`src/inc/nvac_params.svh`:
```
// constants of the byte-wide non-volatile store access block
`ifndef NVAC_PARAMS_SVH
`define NVAC_PARAMS_SVH

// ----------------------------------------
// store geometry
// ----------------------------------------
`define NVAC_DEPTH 32
`define NVAC_AW 5
`define NVAC_DW 8
`define NVAC_BUS_AW 8

// ----------------------------------------
// register locations
// ----------------------------------------
`define NVAC_BANKSEL_OFS 8'h04
`define NVAC_ADDR_OFS 8'h2c
`define NVAC_DATA_OFS 8'h2d
`define NVAC_CTRL_OFS 8'h40
`define NVAC_CTRL_BANK 1'b1
`define NVAC_DIRECT_BANK 1'b0

// ----------------------------------------
// field positions and reset values
// ----------------------------------------
`define NVAC_PE_BIT 3
`define NVAC_PT_BIT 2
`define NVAC_FE_BIT 1
`define NVAC_FT_BIT 0
`define NVAC_BANK_BIT 0
`define NVAC_RST_BYTE 8'h00
`define NVAC_UNMAPPED 8'h00

// ----------------------------------------
// timing
// ----------------------------------------
`define NVAC_TW 16
`define NVAC_WRITE_TICKS 16'h0040
`define NVAC_CW 2
`define NVAC_READ_CYCLES 2'h2

`endif

```
`src/inc/nvac_pkg.sv`:
```
// types of the byte-wide non-volatile store access block
`include "nvac_params.svh"

package nvac_pkg;

	typedef enum logic [1:0] {
		NVAC_IDLE,
		NVAC_READ,
		NVAC_WRITE
	} nvac_state_type;

	typedef struct packed {
		logic [`NVAC_AW-1:0] addr;
		logic [`NVAC_DW-1:0] data;
		logic program_enable;
		logic program_trigger;
		logic fetch_enable;
		logic fetch_trigger;
		logic bank_select_bit;
		nvac_state_type state;
		logic [`NVAC_CW-1:0] rd_cnt;
		logic nv_irq_flag;
		logic gie_clear;
		logic [`NVAC_DW-1:0] rdata;
	} nvac_regs_type;

	typedef struct packed {
		logic busy;
		logic slow_prev;
		logic [`NVAC_TW-1:0] ticks;
	} nvac_timer_type;

endpackage : nvac_pkg

```
`src/core/nvac_write_timer.sv`:
```
// write cycle timer paced by the low-speed clock
`timescale 1ns/1ps
`include "nvac_params.svh"

module nvac_write_timer
	import nvac_pkg::*;
(
	// clock and reset
	input wire logic i_clk,
	input wire logic i_srst,
	// control
	input wire logic i_start,
	input wire logic i_slow_clk,
	// status
	output logic o_busy,
	output logic o_done
);

	nvac_timer_type r;
	nvac_timer_type next_r;
	logic slow_rise;

	// ----------------------------------------
	// tick counting
	// ----------------------------------------
	always_comb begin
		next_r = r;
		slow_rise = i_slow_clk & ~r.slow_prev;
		o_done = 1'b0;
		next_r.slow_prev = i_slow_clk;
		if (i_start) begin
			next_r.busy = 1'b1;
			next_r.ticks = '0;
		end else if (r.busy && slow_rise) begin
			if (r.ticks == `NVAC_WRITE_TICKS - 16'h0001) begin
				next_r.busy = 1'b0;
				o_done = 1'b1;
			end else begin
				next_r.ticks = r.ticks + 16'h0001;
			end
		end
	end

	always_ff @(posedge i_clk) begin
		if (i_srst) begin
			r <= '0;
		end else begin
			r <= next_r;
		end
	end

	assign o_busy = r.busy;

endmodule : nvac_write_timer

```
`src/core/nvac_top.sv`:
```
// byte-wide non-volatile store with its special function registers
`timescale 1ns/1ps
`include "nvac_params.svh"

module nvac_top
	import nvac_pkg::*;
(
	// clock and reset
	input wire logic i_clk,
	input wire logic i_srst,
	// data memory access from the core
	input wire logic [`NVAC_BUS_AW-1:0] i_bus_addr,
	input wire logic i_bus_indirect,
	input wire logic i_bus_wr,
	input wire logic i_bus_rd,
	input wire logic [`NVAC_DW-1:0] i_bus_wdata,
	output logic [`NVAC_DW-1:0] o_bus_rdata,
	// low-speed clock, sampled
	input wire logic i_slow_clk,
	// interrupt controller side
	input wire logic i_nv_irq_enable,
	input wire logic i_global_irq_enable,
	input wire logic i_stack_full,
	input wire logic i_irq_serviced,
	output logic o_nv_irq_flag,
	output logic o_irq_request,
	output logic o_global_irq_clear,
	// status
	output logic o_busy
);

	// ----------------------------------------
	// state
	// ----------------------------------------
	nvac_regs_type r;
	nvac_regs_type next_r;
	logic [`NVAC_DW-1:0] store [0:`NVAC_DEPTH-1];
	logic eff_bank;
	logic hit_addr;
	logic hit_data;
	logic hit_bank;
	logic hit_ctrl;
	logic want_write;
	logic want_read;
	logic start_write;
	logic write_done;
	logic timer_busy;
	logic commit;
	logic [`NVAC_DW-1:0] ctrl_view;
	logic [`NVAC_DW-1:0] read_view;
	logic [`NVAC_DW-1:0] store_rdata;
	logic ctrl_wr;
	logic wr_pe;
	logic wr_pt;
	logic wr_fe;
	logic wr_ft;
	logic op_idle;
	logic both_trig;
	logic pt_allowed;
	logic ft_allowed;
	logic read_last;
	logic svc_hit;
	logic irq_gate;
	logic op_active;

	// ----------------------------------------
	// bank selection
	// ----------------------------------------
	// direct access always bank 0
	assign eff_bank = i_bus_indirect ? r.bank_select_bit : `NVAC_DIRECT_BANK;

	// ----------------------------------------
	// address decode
	// ----------------------------------------
	always_comb begin
		hit_addr = 1'b0;
		hit_data = 1'b0;
		hit_bank = 1'b0;
		hit_ctrl = 1'b0;
		if (eff_bank == `NVAC_CTRL_BANK && i_bus_addr == `NVAC_CTRL_OFS) begin
			hit_ctrl = 1'b1;
		end else if (eff_bank == `NVAC_DIRECT_BANK && i_bus_addr == `NVAC_ADDR_OFS) begin
			hit_addr = 1'b1;
		end else if (eff_bank == `NVAC_DIRECT_BANK && i_bus_addr == `NVAC_DATA_OFS) begin
			hit_data = 1'b1;
		end else if (i_bus_addr == `NVAC_BANKSEL_OFS) begin
			hit_bank = 1'b1;
		end
	end

	always_comb begin
		ctrl_view = `NVAC_RST_BYTE;
		ctrl_view[`NVAC_PE_BIT] = r.program_enable;
		ctrl_view[`NVAC_PT_BIT] = r.program_trigger;
		ctrl_view[`NVAC_FE_BIT] = r.fetch_enable;
		ctrl_view[`NVAC_FT_BIT] = r.fetch_trigger;
	end

	// ----------------------------------------
	// register read view
	// ----------------------------------------
	always_comb begin
		if (hit_ctrl) begin
			read_view = ctrl_view;
		end else if (hit_addr) begin
			read_view = {3'h0, r.addr};
		end else if (hit_data) begin
			read_view = r.data;
		end else if (hit_bank) begin
			read_view = {7'h00, r.bank_select_bit};
		end else begin
			read_view = `NVAC_UNMAPPED;
		end
	end

	// ----------------------------------------
	// control write fields
	// ----------------------------------------
	always_comb begin
		ctrl_wr = i_bus_wr & hit_ctrl;
		wr_pe = i_bus_wdata[`NVAC_PE_BIT];
		wr_pt = i_bus_wdata[`NVAC_PT_BIT];
		wr_fe = i_bus_wdata[`NVAC_FE_BIT];
		wr_ft = i_bus_wdata[`NVAC_FT_BIT];
	end

	// ----------------------------------------
	// refusal conditions
	// ----------------------------------------
	always_comb begin
		// triggers ignored while an operation runs
		op_idle = (r.state == NVAC_IDLE);
		// both triggers in one write start nothing
		both_trig = wr_pt & wr_ft;
		// enables must stand before the trigger write
		pt_allowed = r.program_enable;
		ft_allowed = r.fetch_enable;
	end

	// ----------------------------------------
	// trigger qualification
	// ----------------------------------------
	always_comb begin
		want_write = 1'b0;
		want_read = 1'b0;
		if (ctrl_wr && op_idle && !both_trig) begin
			want_write = wr_pt & pt_allowed;
			want_read = wr_ft & ft_allowed;
		end
	end

	// ----------------------------------------
	// write start
	// ----------------------------------------
	assign start_write = want_write;

	// ----------------------------------------
	// write timer
	// ----------------------------------------
	nvac_write_timer u_timer (
		.i_clk(i_clk),
		.i_srst(i_srst),
		.i_start(start_write),
		.i_slow_clk(i_slow_clk),
		.o_busy(timer_busy),
		.o_done(write_done)
	);

	assign commit = (r.state == NVAC_WRITE) & write_done;

	// ----------------------------------------
	// next state
	// ----------------------------------------
	always_comb begin
		next_r = r;
		next_r.gie_clear = 1'b0;

		// register reads answer one cycle later
		if (i_bus_rd) begin
			next_r.rdata = read_view;
		end

		// software writes
		if (i_bus_wr) begin
			if (hit_addr) begin
				next_r.addr = i_bus_wdata[`NVAC_AW-1:0];
			end else if (hit_data) begin
				next_r.data = i_bus_wdata;
			end else if (hit_bank) begin
				next_r.bank_select_bit = i_bus_wdata[`NVAC_BANK_BIT];
			end else if (hit_ctrl) begin
				next_r.program_enable = wr_pe;
				next_r.fetch_enable = wr_fe;
			end
		end

		// operation launch
		if (want_write) begin
			next_r.program_trigger = 1'b1;
			next_r.state = NVAC_WRITE;
		end else if (want_read) begin
			next_r.fetch_trigger = 1'b1;
			next_r.rd_cnt = '0;
			next_r.state = NVAC_READ;
		end

		// serviced interrupt clears flag and global enable
		// auto clear on service
		if (svc_hit) begin
			next_r.nv_irq_flag = 1'b0;
			next_r.gie_clear = 1'b1;
		end

		case (r.state)
			NVAC_IDLE: begin
				next_r.rd_cnt = '0;
			end
			NVAC_READ: begin
				if (read_last) begin
					next_r.data = store_rdata;
					next_r.fetch_trigger = 1'b0;
					next_r.state = NVAC_IDLE;
				end else begin
					next_r.rd_cnt = r.rd_cnt + 2'h1;
				end
			end
			NVAC_WRITE: begin
				if (commit) begin
					next_r.program_trigger = 1'b0;
					next_r.nv_irq_flag = 1'b1;
					next_r.state = NVAC_IDLE;
				end
			end
			default: begin
				next_r.state = NVAC_IDLE;
			end
		endcase
	end

	// ----------------------------------------
	// registers
	// ----------------------------------------
	always_ff @(posedge i_clk) begin
		if (i_srst) begin
			r <= '0;
		end else begin
			r <= next_r;
		end
	end

	// ----------------------------------------
	// store port
	// ----------------------------------------
	// 32 by 8 store, no reset
	always_ff @(posedge i_clk) begin
		if (commit) begin
			store[r.addr] <= r.data;
		end
	end

	// byte taken by a finishing read
	assign store_rdata = store[r.addr];

	// ----------------------------------------
	// read cycle end
	// ----------------------------------------
	// read done in few cycles
	assign read_last = (r.state == NVAC_READ) && (r.rd_cnt == `NVAC_READ_CYCLES - 2'h1);

	// ----------------------------------------
	// service handshake
	// ----------------------------------------
	// service only counts with flag set
	assign svc_hit = i_irq_serviced & r.nv_irq_flag;

	// ----------------------------------------
	// interrupt gating
	// ----------------------------------------
	assign irq_gate = i_nv_irq_enable & i_global_irq_enable & ~i_stack_full;

	// ----------------------------------------
	// operation status
	// ----------------------------------------
	assign op_active = (r.state != NVAC_IDLE);

	// ----------------------------------------
	// outputs
	// ----------------------------------------
	// read data held until next bus read
	assign o_bus_rdata = r.rdata;
	assign o_nv_irq_flag = r.nv_irq_flag;
	assign o_irq_request = r.nv_irq_flag & irq_gate;
	assign o_global_irq_clear = r.gie_clear;
	assign o_busy = op_active | timer_busy;

endmodule : nvac_top

```
`config.mk`:
```
export PLATFORM = sky130hd
export DESIGN_NAME = nvac_top
export DESIGN_NICKNAME = d
export VERILOG_FILES = /design/src/inc/nvac_pkg.sv /design/src/core/nvac_write_timer.sv /design/src/core/nvac_top.sv
export VERILOG_INCLUDE_DIRS = /design/src /design/src/inc
export SDC_FILE = /design/constraint.sdc
export NUM_CORES = 1
export LEC_CHECK = 0
export BUFFER_PORTS_ARGS = -buffer_cell sky130_fd_sc_hd__buf_2
export CELL_PAD_IN_SITES_DETAIL_PLACEMENT = 2
export CELL_PAD_IN_SITES_GLOBAL_PLACEMENT = 2
export CORE_UTILIZATION = 43
export CTS_BUF_LIST = sky130_fd_sc_hd__clkbuf_4
export DETAILED_ROUTE_END_ITERATION = 10
export GPL_ROUTABILITY_DRIVEN = 0
export PLACE_DENSITY_LB_ADDON = 0.1
export RECOVER_POWER = 50
export SETUP_SLACK_MARGIN = 0.05
export SLEW_MARGIN = 20
export SYNTH_ARGS = -nofsm -noshare
export SYNTH_HDL_FRONTEND = slang
export SYNTH_SLANG_ARGS = --single-unit
```
`constraint.sdc`:
```
create_clock -name i_clk -period 2.5 [get_ports i_clk]
set_clock_uncertainty 0.15 [all_clocks]
set_input_delay 0.25 -clock i_clk [delete_from_list [all_inputs] [get_ports i_clk]]
set_output_delay 0.25 -clock i_clk [all_outputs]
set_load 0.01 [all_outputs]
```
==> results of run 1 <==
[per-stage QoR]
step                 util  setup TNS [ns]  std cells  setup slack (ns)
floorplan               -           -5.10        816           -0.0328
global placement    0.477               0       1269            0.0261
detailed placement  0.477          -15.65       1269            -0.157
CTS                 0.525               0       1440            0.0247
global route        0.527               0       1443            0.0248
finish              0.527               0       1443            0.0528
[cell usage after synthesis, drive strengths merged (6+ instances only)]
master and n:
nor3 19, nor4 6, xnor2 10, nor2b 9
mux2i 83, a22oi 34, mux2 11, o21ai 9
nand2b 7, nor2 78, a21oi 45, or3 15
mux4 31, dfxtp 55, nand2 20, clkbuf 20
buf 32, edfxtp 256, nand3b 9, nand3 18
[worst max-delay path: stages]
cell,delay [ns]
dlygate4sd3_1,0.54
clkbuf_1,0.15
or3_1,0.43
buf_4,0.19
nor4_1,0.43
mux2i_1,0.23
dlygate4sd3_1,0.57
nor2_1,0.05
[final cells by class]
type	instances	area [um2]	share of cell area
repair buffers	153	1180	0.0780
diodes	1	2.50	0.000165
flip-flops and latches	311	8800	0.580
clock buffers	114	856	0.0564
well taps	384	480	0.0317
multi-input cells	450	3650	0.241
inverters	3	11.3	0.000743
clock inverters	27	180	0.0119
[path summary, 6_finish.rpt]
kind / from / end / slack (ns) / cells after the start
worst max-delay path: i_bus_addr[7] / r[14] / 0.05 / 8
worst min-delay path: i_irq_serviced / o_nv_irq_flag / 0.28 / 4
worst max register to register: u_timer.r[9] / store[13][0] / 0.12 / 8
worst min register to register: r[19] / store[17][0] / 0.32 / 0
[where the power goes]
group / leakage (nW) / switching [W] / internal [W]
Sequential: 3.19 / 0.00000266 / 0.00553
Clock: 0.610 / 0.00216 / 0.00241
Combinational: 1.66 / 0.0000726 / 0.0000586
Total: 5.46 / 0.00223 / 0.00799
[registers in the layout (all words and copies together), names as in the netlist, named ones only]
register	cells
ctrl_view	2
ft_allowed	1
o_bus_rdata	8
o_global_irq_clear	1
o_nv_irq_flag	1
pt_allowed	1
r	18
store	256
u_timer.o_busy	1
u_timer.r	17
[logic make-up after synthesis]
group	synth area share
flip-flops	0.697
AND/OR/NAND/NOR	0.0816
multiplexers	0.132
AO/OA/AOI/OAI	0.0570
buffers and inverters	0.0205
XOR/XNOR	0.0104
adder cells (fa/ha/maj)	0.00198
[routing by layer]
layer | GRT usage | wire, um
met4 | 0.100 | 1200
met2 | 0.465 | 20000
met1 | 0.323 | 16000
met5 | 0 | 27
met3 | 0.0537 | 1880
[repair_timing]
action / in CTS / in global routing
buffers inserted: 1 / 2
pin swaps: 0 / 0
cloned: 0 / 0
endpoints found under the hold margin: 36 / 0
resized for setup: 16 / 18
hold buffers: 29 / 0
setup endpoints to repair: 255 / 195
==> metrics.cfg, run 1 <==
[global_route]
grt_usage = 0.265
first_global_vias = 9133
grt_start_max_net_pins = 35
grt_pass1_wl_um = 58100
overflow = 0
antenna_found_initial = 5

[layout]
final_cell_mix = edfxtp_1 (256), clkbuf_4 (114), mux2i_1 (83)
nets = 1029
final_area_um2 = 15200
area_delta_synth_final_pct = 20.3
layout_commonest_cell = edfxtp_1
drive_above_1_share = 0.286
fill_cells = 2636

[hold_path]
hold_class = primary input to register

[timing]
setup_viol = 0
period_share = 0.979
worstMarginPinSlew_ns = 1.73
fin_crit_ns = 2.45
fmax_ghz = 0.409
report.final.slew_viol_count = 68
hold_viol = 0
rsz0062_at_grt = false
hold-worst-slack_ns = 0.276
max_slew_margin = -0.150

[routing]
drt-vias-per-instance = 5.66
drt_iter0_markers = 456
vias = 8173
drc = 0
drt-total-wl_um = 39100
ant_nets = 0
dr.pass1.iters = 8
wl_per_cell_um = 27.1

[cts]
cts_num_sinks = 311
clk_path_buf_depth = 3
htreeDepth = 3
clk_latency_ns = 0.69
cts_buffers = 82
cts-root-buf = clkbuf_4
cts_tree = yes
clk_pin_slew_ns = 0.08

[floorplanning]
core_area_um2 = 28800
initial_core_util = 0.438
die_area_um2 = 30000
rows = 62
die_y_um = 173
pin_count = 38
dieWidth_um = 173

[critical_path]
cp-end-kind = register
critPathMaxFanout = 4
critical_path_arrival_ns = 2.83
crit_path_start_kind = primary input
crit_type = primary input to register
crit_required_ns = 2.89

[logic_synthesis]
synth-seq-cells = 311
synthesis.nets = 844
yosysWarnings = 0
ys_seq_area_frac = 0.697
yosys.area.top_type_share = 0.610
synthFlopType = edfxtp_1
ys_types = 51
syn_area_um2 = 12600
netlist_instances = 816
synth_edf_count = 256
synthArstFlopShare = 0
ys_top_cells_by_area = edfxtp_1 (61%), dfxtp_1 (8.7%), mux2i_1 (6.6%), mux4_2 (5.5%), nor2_1 (2.3%)
syn_area_per_cell_um2 = 15.5
synth_top_cell_by_area = edfxtp_1

[run_status]
violations = max-capacitance violations, max-slew violations
status = finished with violations

[run]
drv_cap = 2

[placement]
io_buffers = 37
dpl_cell_area_um2 = 13700
hpwlAfterDp_um = 24200

[pwr]
powerDensity_nw_per_um2 = 674
power_w = 0.0102
p_leak_nw = 5.46
max-vdd-ir-drop_mv = 0.272

(Power assumes the default switching activity.)
==> run 2: changes to the inputs <==
--- a/config.mk
+++ b/config.mk
@@ -6,12 +6,12 @@
 export SDC_FILE = /design/constraint.sdc
 export NUM_CORES = 1
 export LEC_CHECK = 0
-export BUFFER_PORTS_ARGS = -buffer_cell sky130_fd_sc_hd__buf_2
 export CELL_PAD_IN_SITES_DETAIL_PLACEMENT = 2
 export CELL_PAD_IN_SITES_GLOBAL_PLACEMENT = 2
-export CORE_UTILIZATION = 43
+export CORE_UTILIZATION = 44
 export CTS_BUF_LIST = sky130_fd_sc_hd__clkbuf_4
 export DETAILED_ROUTE_END_ITERATION = 10
+export DONT_BUFFER_PORTS = 1
 export GPL_ROUTABILITY_DRIVEN = 0
 export PLACE_DENSITY_LB_ADDON = 0.1
 export RECOVER_POWER = 50
==> metrics.cfg, run 2 (synthesis results as in run 1) <==
[run_status]
status = finished with violations
violations = max-capacitance violations, max-slew violations

[hold_path]
hold_class = primary input to register
worstHoldStart = i_bus_addr[4]

[run]
drv_cap = 1  ; -1

[timing]
hold_viol = 0  ; unchanged
fmax_ghz = 0.407  ; -0.31%
period_share = 0.982  ; +0.00301
setup_viol = 0  ; unchanged
report.final.slew_viol_count = 35  ; -49%
worstMarginPinSlew_ns = 1.64  ; -0.0805 ns
rsz0062_at_grt = false
fin_crit_ns = 2.45  ; +0.00752 ns
max_slew_margin = -0.0964  ; +0.0537

[critical_path]
slowest_stage = dfxtp_2
cp-end-kind = register
path_buf_inv = 1  ; -3
crit_path_start_kind = register
critPathMaxFanout = 15  ; +11
crit_required_ns = 2.92  ; +0.03 ns
cp_cell_sequence = buf_4 -> mux2i_1 -> a22oi_1 -> a21oi_1 -> or3_1 -> a211oi_1
crit_type = register to register
r2r_setup_slack_ns = 0.05  ; -0.07 ns
critical_path_arrival_ns = 2.88  ; +0.05 ns
cpLargestDelayFamily = compound AO/OA/AOI/OAI gates
critical_path.max_stage_delay_ns = 0.49  ; -0.08 ns

[routing]
drt-vias-per-instance = 5.71  ; +0.75%
drt_iter0_markers = 475  ; +4.2%
vias = 8166  ; -0.086%
drt-total-wl_um = 39300  ; +0.50%
drc = 0  ; unchanged
ant_nets = 0  ; unchanged
wl_per_cell_um = 27.4  ; +1.3%
dr.pass1.iters = 5  ; -3

[pwr]
clkPwrFrac = 0.459  ; +0.012
comb_power_share = 0.010  ; -0.003
p_leak_nw = 5.50  ; +0.73%
max-vdd-ir-drop_mv = 0.322  ; +18%
sequentialPowerShare = 0.531  ; -0.010
powerDensity_nw_per_um2 = 684  ; +1.4%
swShare = 0.217  ; -0.00137
p_sw_w = 0.00226  ; +1.1%
p_int_w = 0.00815  ; +2.0%

[layout]
regMostFlops = store
reg_top3 = store x256, r x18, u_timer.r x17
multi_input_area_um2 = 3630  ; -0.79%
final_cells = 1431  ; -0.83%
area_delta_synth_final_pct = 20.7
layout_commonest_cell = edfxtp_1
final_area_um2 = 15200  ; +0.34%
finalCoreUtilization = 0.543  ; +0.0163
final-seq-area_um2 = 8800  ; about the same
nets = 1012  ; -1.7%
fill_cells = 2570  ; -2.5%
drive_above_1_share = 0.282  ; -0.00448
largest_reg_flops = 256  ; unchanged
final_cell_mix = edfxtp_1 (256), clkbuf_4 (131), mux2i_1 (83)

[global_route]
grt_start_max_net_pins = 35  ; unchanged
grt_usage = 0.277  ; +0.0114
overflow = 0  ; unchanged
grt_pass1_wl_um = 58200  ; +0.19%
antenna_found_initial = 4  ; -1
first_global_vias = 9276  ; +1.6%

[cts]
cts-root-buf = clkbuf_4
cts_num_sinks = 311  ; unchanged
clk_path_buf_depth = 3  ; unchanged
htreeDepth = 3  ; unchanged
cts_tree = yes
clk_latency_ns = 0.70  ; about the same
cts_buffers = 83  ; +1.2%
clk_pin_slew_ns = 0.06  ; -0.02 ns

[floorplanning]
core_area_um2 = 28000  ; -2.7%
initial_core_util = 0.450  ; +0.0120
die_y_um = 171  ; -1.1%
die_area_um2 = 29300  ; -2.2%
dieWidth_um = 171  ; -1.1%
rows = 61  ; -1.6%
pin_count = 38  ; unchanged

[placement]
dpl_cell_area_um2 = 13700  ; -0.24%
hpwlAfterDp_um = 24900  ; +3.1%
post-place-cells = 1239  ; -2.4%
io_buffers = 0  ; -100%

[run 2: cell types whose count changed in the layout (fill, tap and decap cells not counted), moves of 5 or more]
cell      previous run  this run
clkinv_1            22        14
clkbuf_1            16        11
clkbuf_4           114       131
buf_12               5        10
buf_2               24         0
buf_6               10         3
nor2_1              69        75
buf_4               61        74
nor2_2               9         3
[run 2: cell type report]
| type | count | area share |
|---|---|---|
| Antenna cell | 3 | 0.000493 |
| Tap cell | 378 | 0.0311 |
| Clock inverter | 20 | 0.00847 |
| Clock buffer | 131 | 0.0646 |
| Timing Repair Buffer | 135 | 0.0779 |
| Sequential cell | 311 | 0.578 |
| Multi-Input combinational cell | 450 | 0.238 |
| Inverter | 3 | 0.000740 |
[run 2: metrics by stage]
| step | worst slack [ns] | power (W) | hold slack, ns | TNS, ns |
|---|---|---|---|---|
| finish | 0.0453 | 0.0104 | 0.107 | 0 |
| global route | 0.00341 | 0.0108 | 0.0948 | 0 |
| CTS | 0.0572 | 0.0105 | 0.00919 | 0 |
| detailed placement | 0.0174 | 0.00569 | 0.176 | 0 |
| global placement | 0.108 | 0.00568 | 0.173 | 0 |
| floorplan | -0.0328 | 0.00569 | 0.223 | -5.10 |
[run 2: per-layer routing]
metal | routed length, um | vias to the layer above | track usage | share of wire
met1 | 15700 | 4285 | 0.332 | 0.40
met2 | 20900 | 258 | 0.495 | 0.53
met4 | 890 | 0 | 0.0893 | 0.023
met3 | 1800 | 74 | 0.0587 | 0.046
li1 | - | 3549 | - | -
met5 | 0 | - | 0 | 0
[run 2: worst reg2reg max path, delay by kind of cell, from the launching register on]
kind | cells | cell delay, ns
mux | 1 | 0.18
simple gates | 1 | 0.38
flops | 1 | 0.49
compound gates | 3 | 0.79
buf+inv | 1 | 0.35
[run 2: final timing paths]
path,endpoint,depth (start not counted)
setup / recovery,r[24],6
hold / removal,ctrl_view[2],4
setup reg to reg,r[24],6
hold reg to reg,ctrl_view[0],1
[run 2: what timing repair did]
action | in CTS | in global routing
pin swaps | 0 | 3
hold buffers | 34 | 0
endpoints found under the hold margin | 55 | 0
setup buffers | 3 | 1
setup endpoints to repair | 203 | 223
resized for setup | 10 | 10
[run 2: power groups by stage]
stage          Combinational, W  Clock [W]  Sequential (W)
2_1_floorplan         0.0000482          0         0.00564
3_3_place_gp          0.0000410          0         0.00564
3_5_place_dp          0.0000433          0         0.00564
4_1_cts                0.000101    0.00489         0.00553
5_1_grt                0.000109    0.00513         0.00553
6_report               0.000103    0.00478         0.00553
==> run 3: changes to the inputs <==
==> constraint.sdc (replaced) <==
create_clock -name i_clk -period 2.2 [get_ports i_clk]
set_clock_uncertainty 0.15 [all_clocks]
set_input_delay 0.22 -clock i_clk [delete_from_list [all_inputs] [get_ports i_clk]]
set_output_delay 0.22 -clock i_clk [all_outputs]
set_load 0.01 [all_outputs]
==> metrics.cfg, run 3 (synthesis results as in run 1) <==
[floorplanning]
dieWidth_um = 171  ; unchanged
core_area_um2 = 28000  ; unchanged
pin_count = 38  ; unchanged
rows = 61  ; unchanged
initial_core_util = 0.450  ; unchanged
die_area_um2 = 29300  ; unchanged
die_y_um = 171  ; unchanged

[pwr]
p_leak_nw = 5.66  ; +3.0%
sequentialPowerShare = 0.517  ; -0.014
p_sw_w = 0.00288  ; +27%
comb_power_share = 0.012  ; +0.002
powerDensity_nw_per_um2 = 762  ; +11%
swShare = 0.237  ; +0.0199
max-vdd-ir-drop_mv = 0.437  ; +36%
p_int_w = 0.00926  ; +14%
clkPwrFrac = 0.471  ; +0.012

[layout]
largest_reg_flops = 256  ; unchanged
finalCoreUtilization = 0.569  ; +0.0255
nets = 1029  ; +1.7%
reg_top3 = store x256, r x18, u_timer.r x17
layout_commonest_cell = edfxtp_1
drive_above_1_share = 0.373  ; +0.0906
area_delta_synth_final_pct = 26.3
regMostFlops = store
final_cell_mix = edfxtp_1 (256), clkbuf_4 (132), mux2i_1 (80)

[critical_path]
crit_end = u_timer.r[10]
critical_path_arrival_ns = 2.82  ; -0.06 ns
critPathMaxFanout = 34  ; +19
r2r-start = u_timer.r[7]
crit_path_start_kind = primary input
cp-startpoint = i_srst
crit_type = primary input to register
crit_required_ns = 2.62  ; -0.30 ns
r2r_setup_slack_ns = -0.14  ; -0.19 ns
reg2reg_to = store[2][4]
reg2reg_depth = 7  ; +1
cp-end-kind = register

[global_route]
first_global_vias = 9448  ; +1.9%
grt_pass1_wl_um = 64600  ; +11%
grt_usage = 0.315  ; +0.0387
antenna_found_initial = 1  ; -3
grt_start_max_net_pins = 35  ; unchanged
overflow = 0  ; unchanged

[timing]
report.final.slew_viol_count = 35  ; unchanged
fin_crit_ns = 2.41
worstMarginPinSlew_ns = 1.94  ; +0.291 ns
period_share = 1.09
setup_slack_ns = -0.205  ; -0.250 ns
fmax_ghz = 0.416
max_slew_margin = -0.290  ; -0.194
rsz0062_at_grt = true
setup_viol = 273  ; +273
hold-worst-slack_ns = 0.119  ; +0.0119 ns
hold_viol = 0  ; unchanged
setup_tns_ns = -18.74  ; -18.74 ns

[placement]
hpwlAfterDp_um = 25700  ; +3.1%
io_buffers = 0  ; unchanged
dp_slack_ns = -0.282  ; -0.300 ns

[cts]
cts_num_sinks = 311  ; unchanged
clk_pin_slew_ns = 0.07  ; about the same
cts_buffers = 82  ; -1.2%
cts_tree = yes
clk_latency_ns = 0.74  ; +0.04 ns
cts-root-buf = clkbuf_4
htreeDepth = 3  ; unchanged
clk_path_buf_depth = 3  ; unchanged

[run_status]
status = finished with violations
violations = max-capacitance violations, max-slew violations, negative setup slack

[routing]
dr.pass1.iters = 7  ; +2
drt_iter0_markers = 748  ; +57%
wl_per_cell_um = 33.7  ; +23%
vias = 8722  ; +6.8%
ant_nets = 0  ; unchanged
drc = 0  ; unchanged
drt-total-wl_um = 48600  ; +24%
drt-vias-per-instance = 6.05  ; +6.0%

[run]
drv_cap = 1  ; unchanged

[hold_path]
worstHoldStart = i_irq_serviced
hold_class = primary input to register

[run 3: cell types whose count changed in the layout (fill, tap and decap cells not counted), sizes merged]
cell / delta
dlygate4sd3: -7
dlymetal6s4s: -1
buf: +28
clkinv: -5
inv: -1
clkinvlp: +1
clkbuf: -2
diode: -2
[run 3: power by group through the flow]
stage | clock network (W) | logic (W) | registers, W
floorplan | 0 | 0.0000549 | 0.00641
global placement | 0 | 0.0000534 | 0.00641
detailed placement | 0 | 0.0000565 | 0.00641
CTS | 0.00561 | 0.000131 | 0.00628
global route | 0.00602 | 0.000149 | 0.00628
finish | 0.00571 | 0.000145 | 0.00628
[run 3: how the worst min path moves through the flow]
stage,end,depth (start not counted)
after floorplan,o_global_irq_clear,2
after global placement,pt_allowed,1
after detailed placement,ft_allowed,1
after CTS,o_global_irq_clear,3
after global routing,o_global_irq_clear,3
final,o_global_irq_clear,3
[run 3: layout make-up]
cell class	instances	area, um2
Fill cell	2464	12100
Inverter	3	11.3
Multi-Input combinational cell	450	4040
Timing Repair Buffer	153	1500
Tap cell	378	473
Antenna cell	1	2.50
Sequential cell	311	8810
Clock inverter	15	115
Clock buffer	131	983
[run 3: timing repair]
item,CTS,global route
setup buffers,9,10
hold buffers,28,0
gates cloned,0,1
hold endpoints to repair,55,0
resized for setup,102,54
pin swaps,23,13
setup endpoints to repair,264,290
[run 3: worst max-delay path, cell delays in order]
cell and delay [ns]:
dlygate4sd3_1 0.57, clkbuf_1 1.39, nand2b_1 0.35, buf_12 0.18
nor2_1 0.06
[run 3: layer usage]
layer	part of all wire	vias to the layer above	wire length, um	track usage
met5	0	-	0	0
li1	-	3584	-	-
met3	0.059	135	2860	0.0637
met2	0.51	421	24800	0.540
met4	0.041	0	1970	0.159
met1	0.39	4582	18900	0.378
[run 3: through the flow]
step / std cells / power (W) / instance area, um2
after floorplan: 816 / 0.00647 / 12700
after global placement: 1249 / 0.00647 / 13800
after detailed placement: 1249 / 0.00647 / 13800
final: 1442 / 0.0121 / 15900
after global routing: 1442 / 0.0124 / 15900
after CTS: 1432 / 0.0120 / 15700
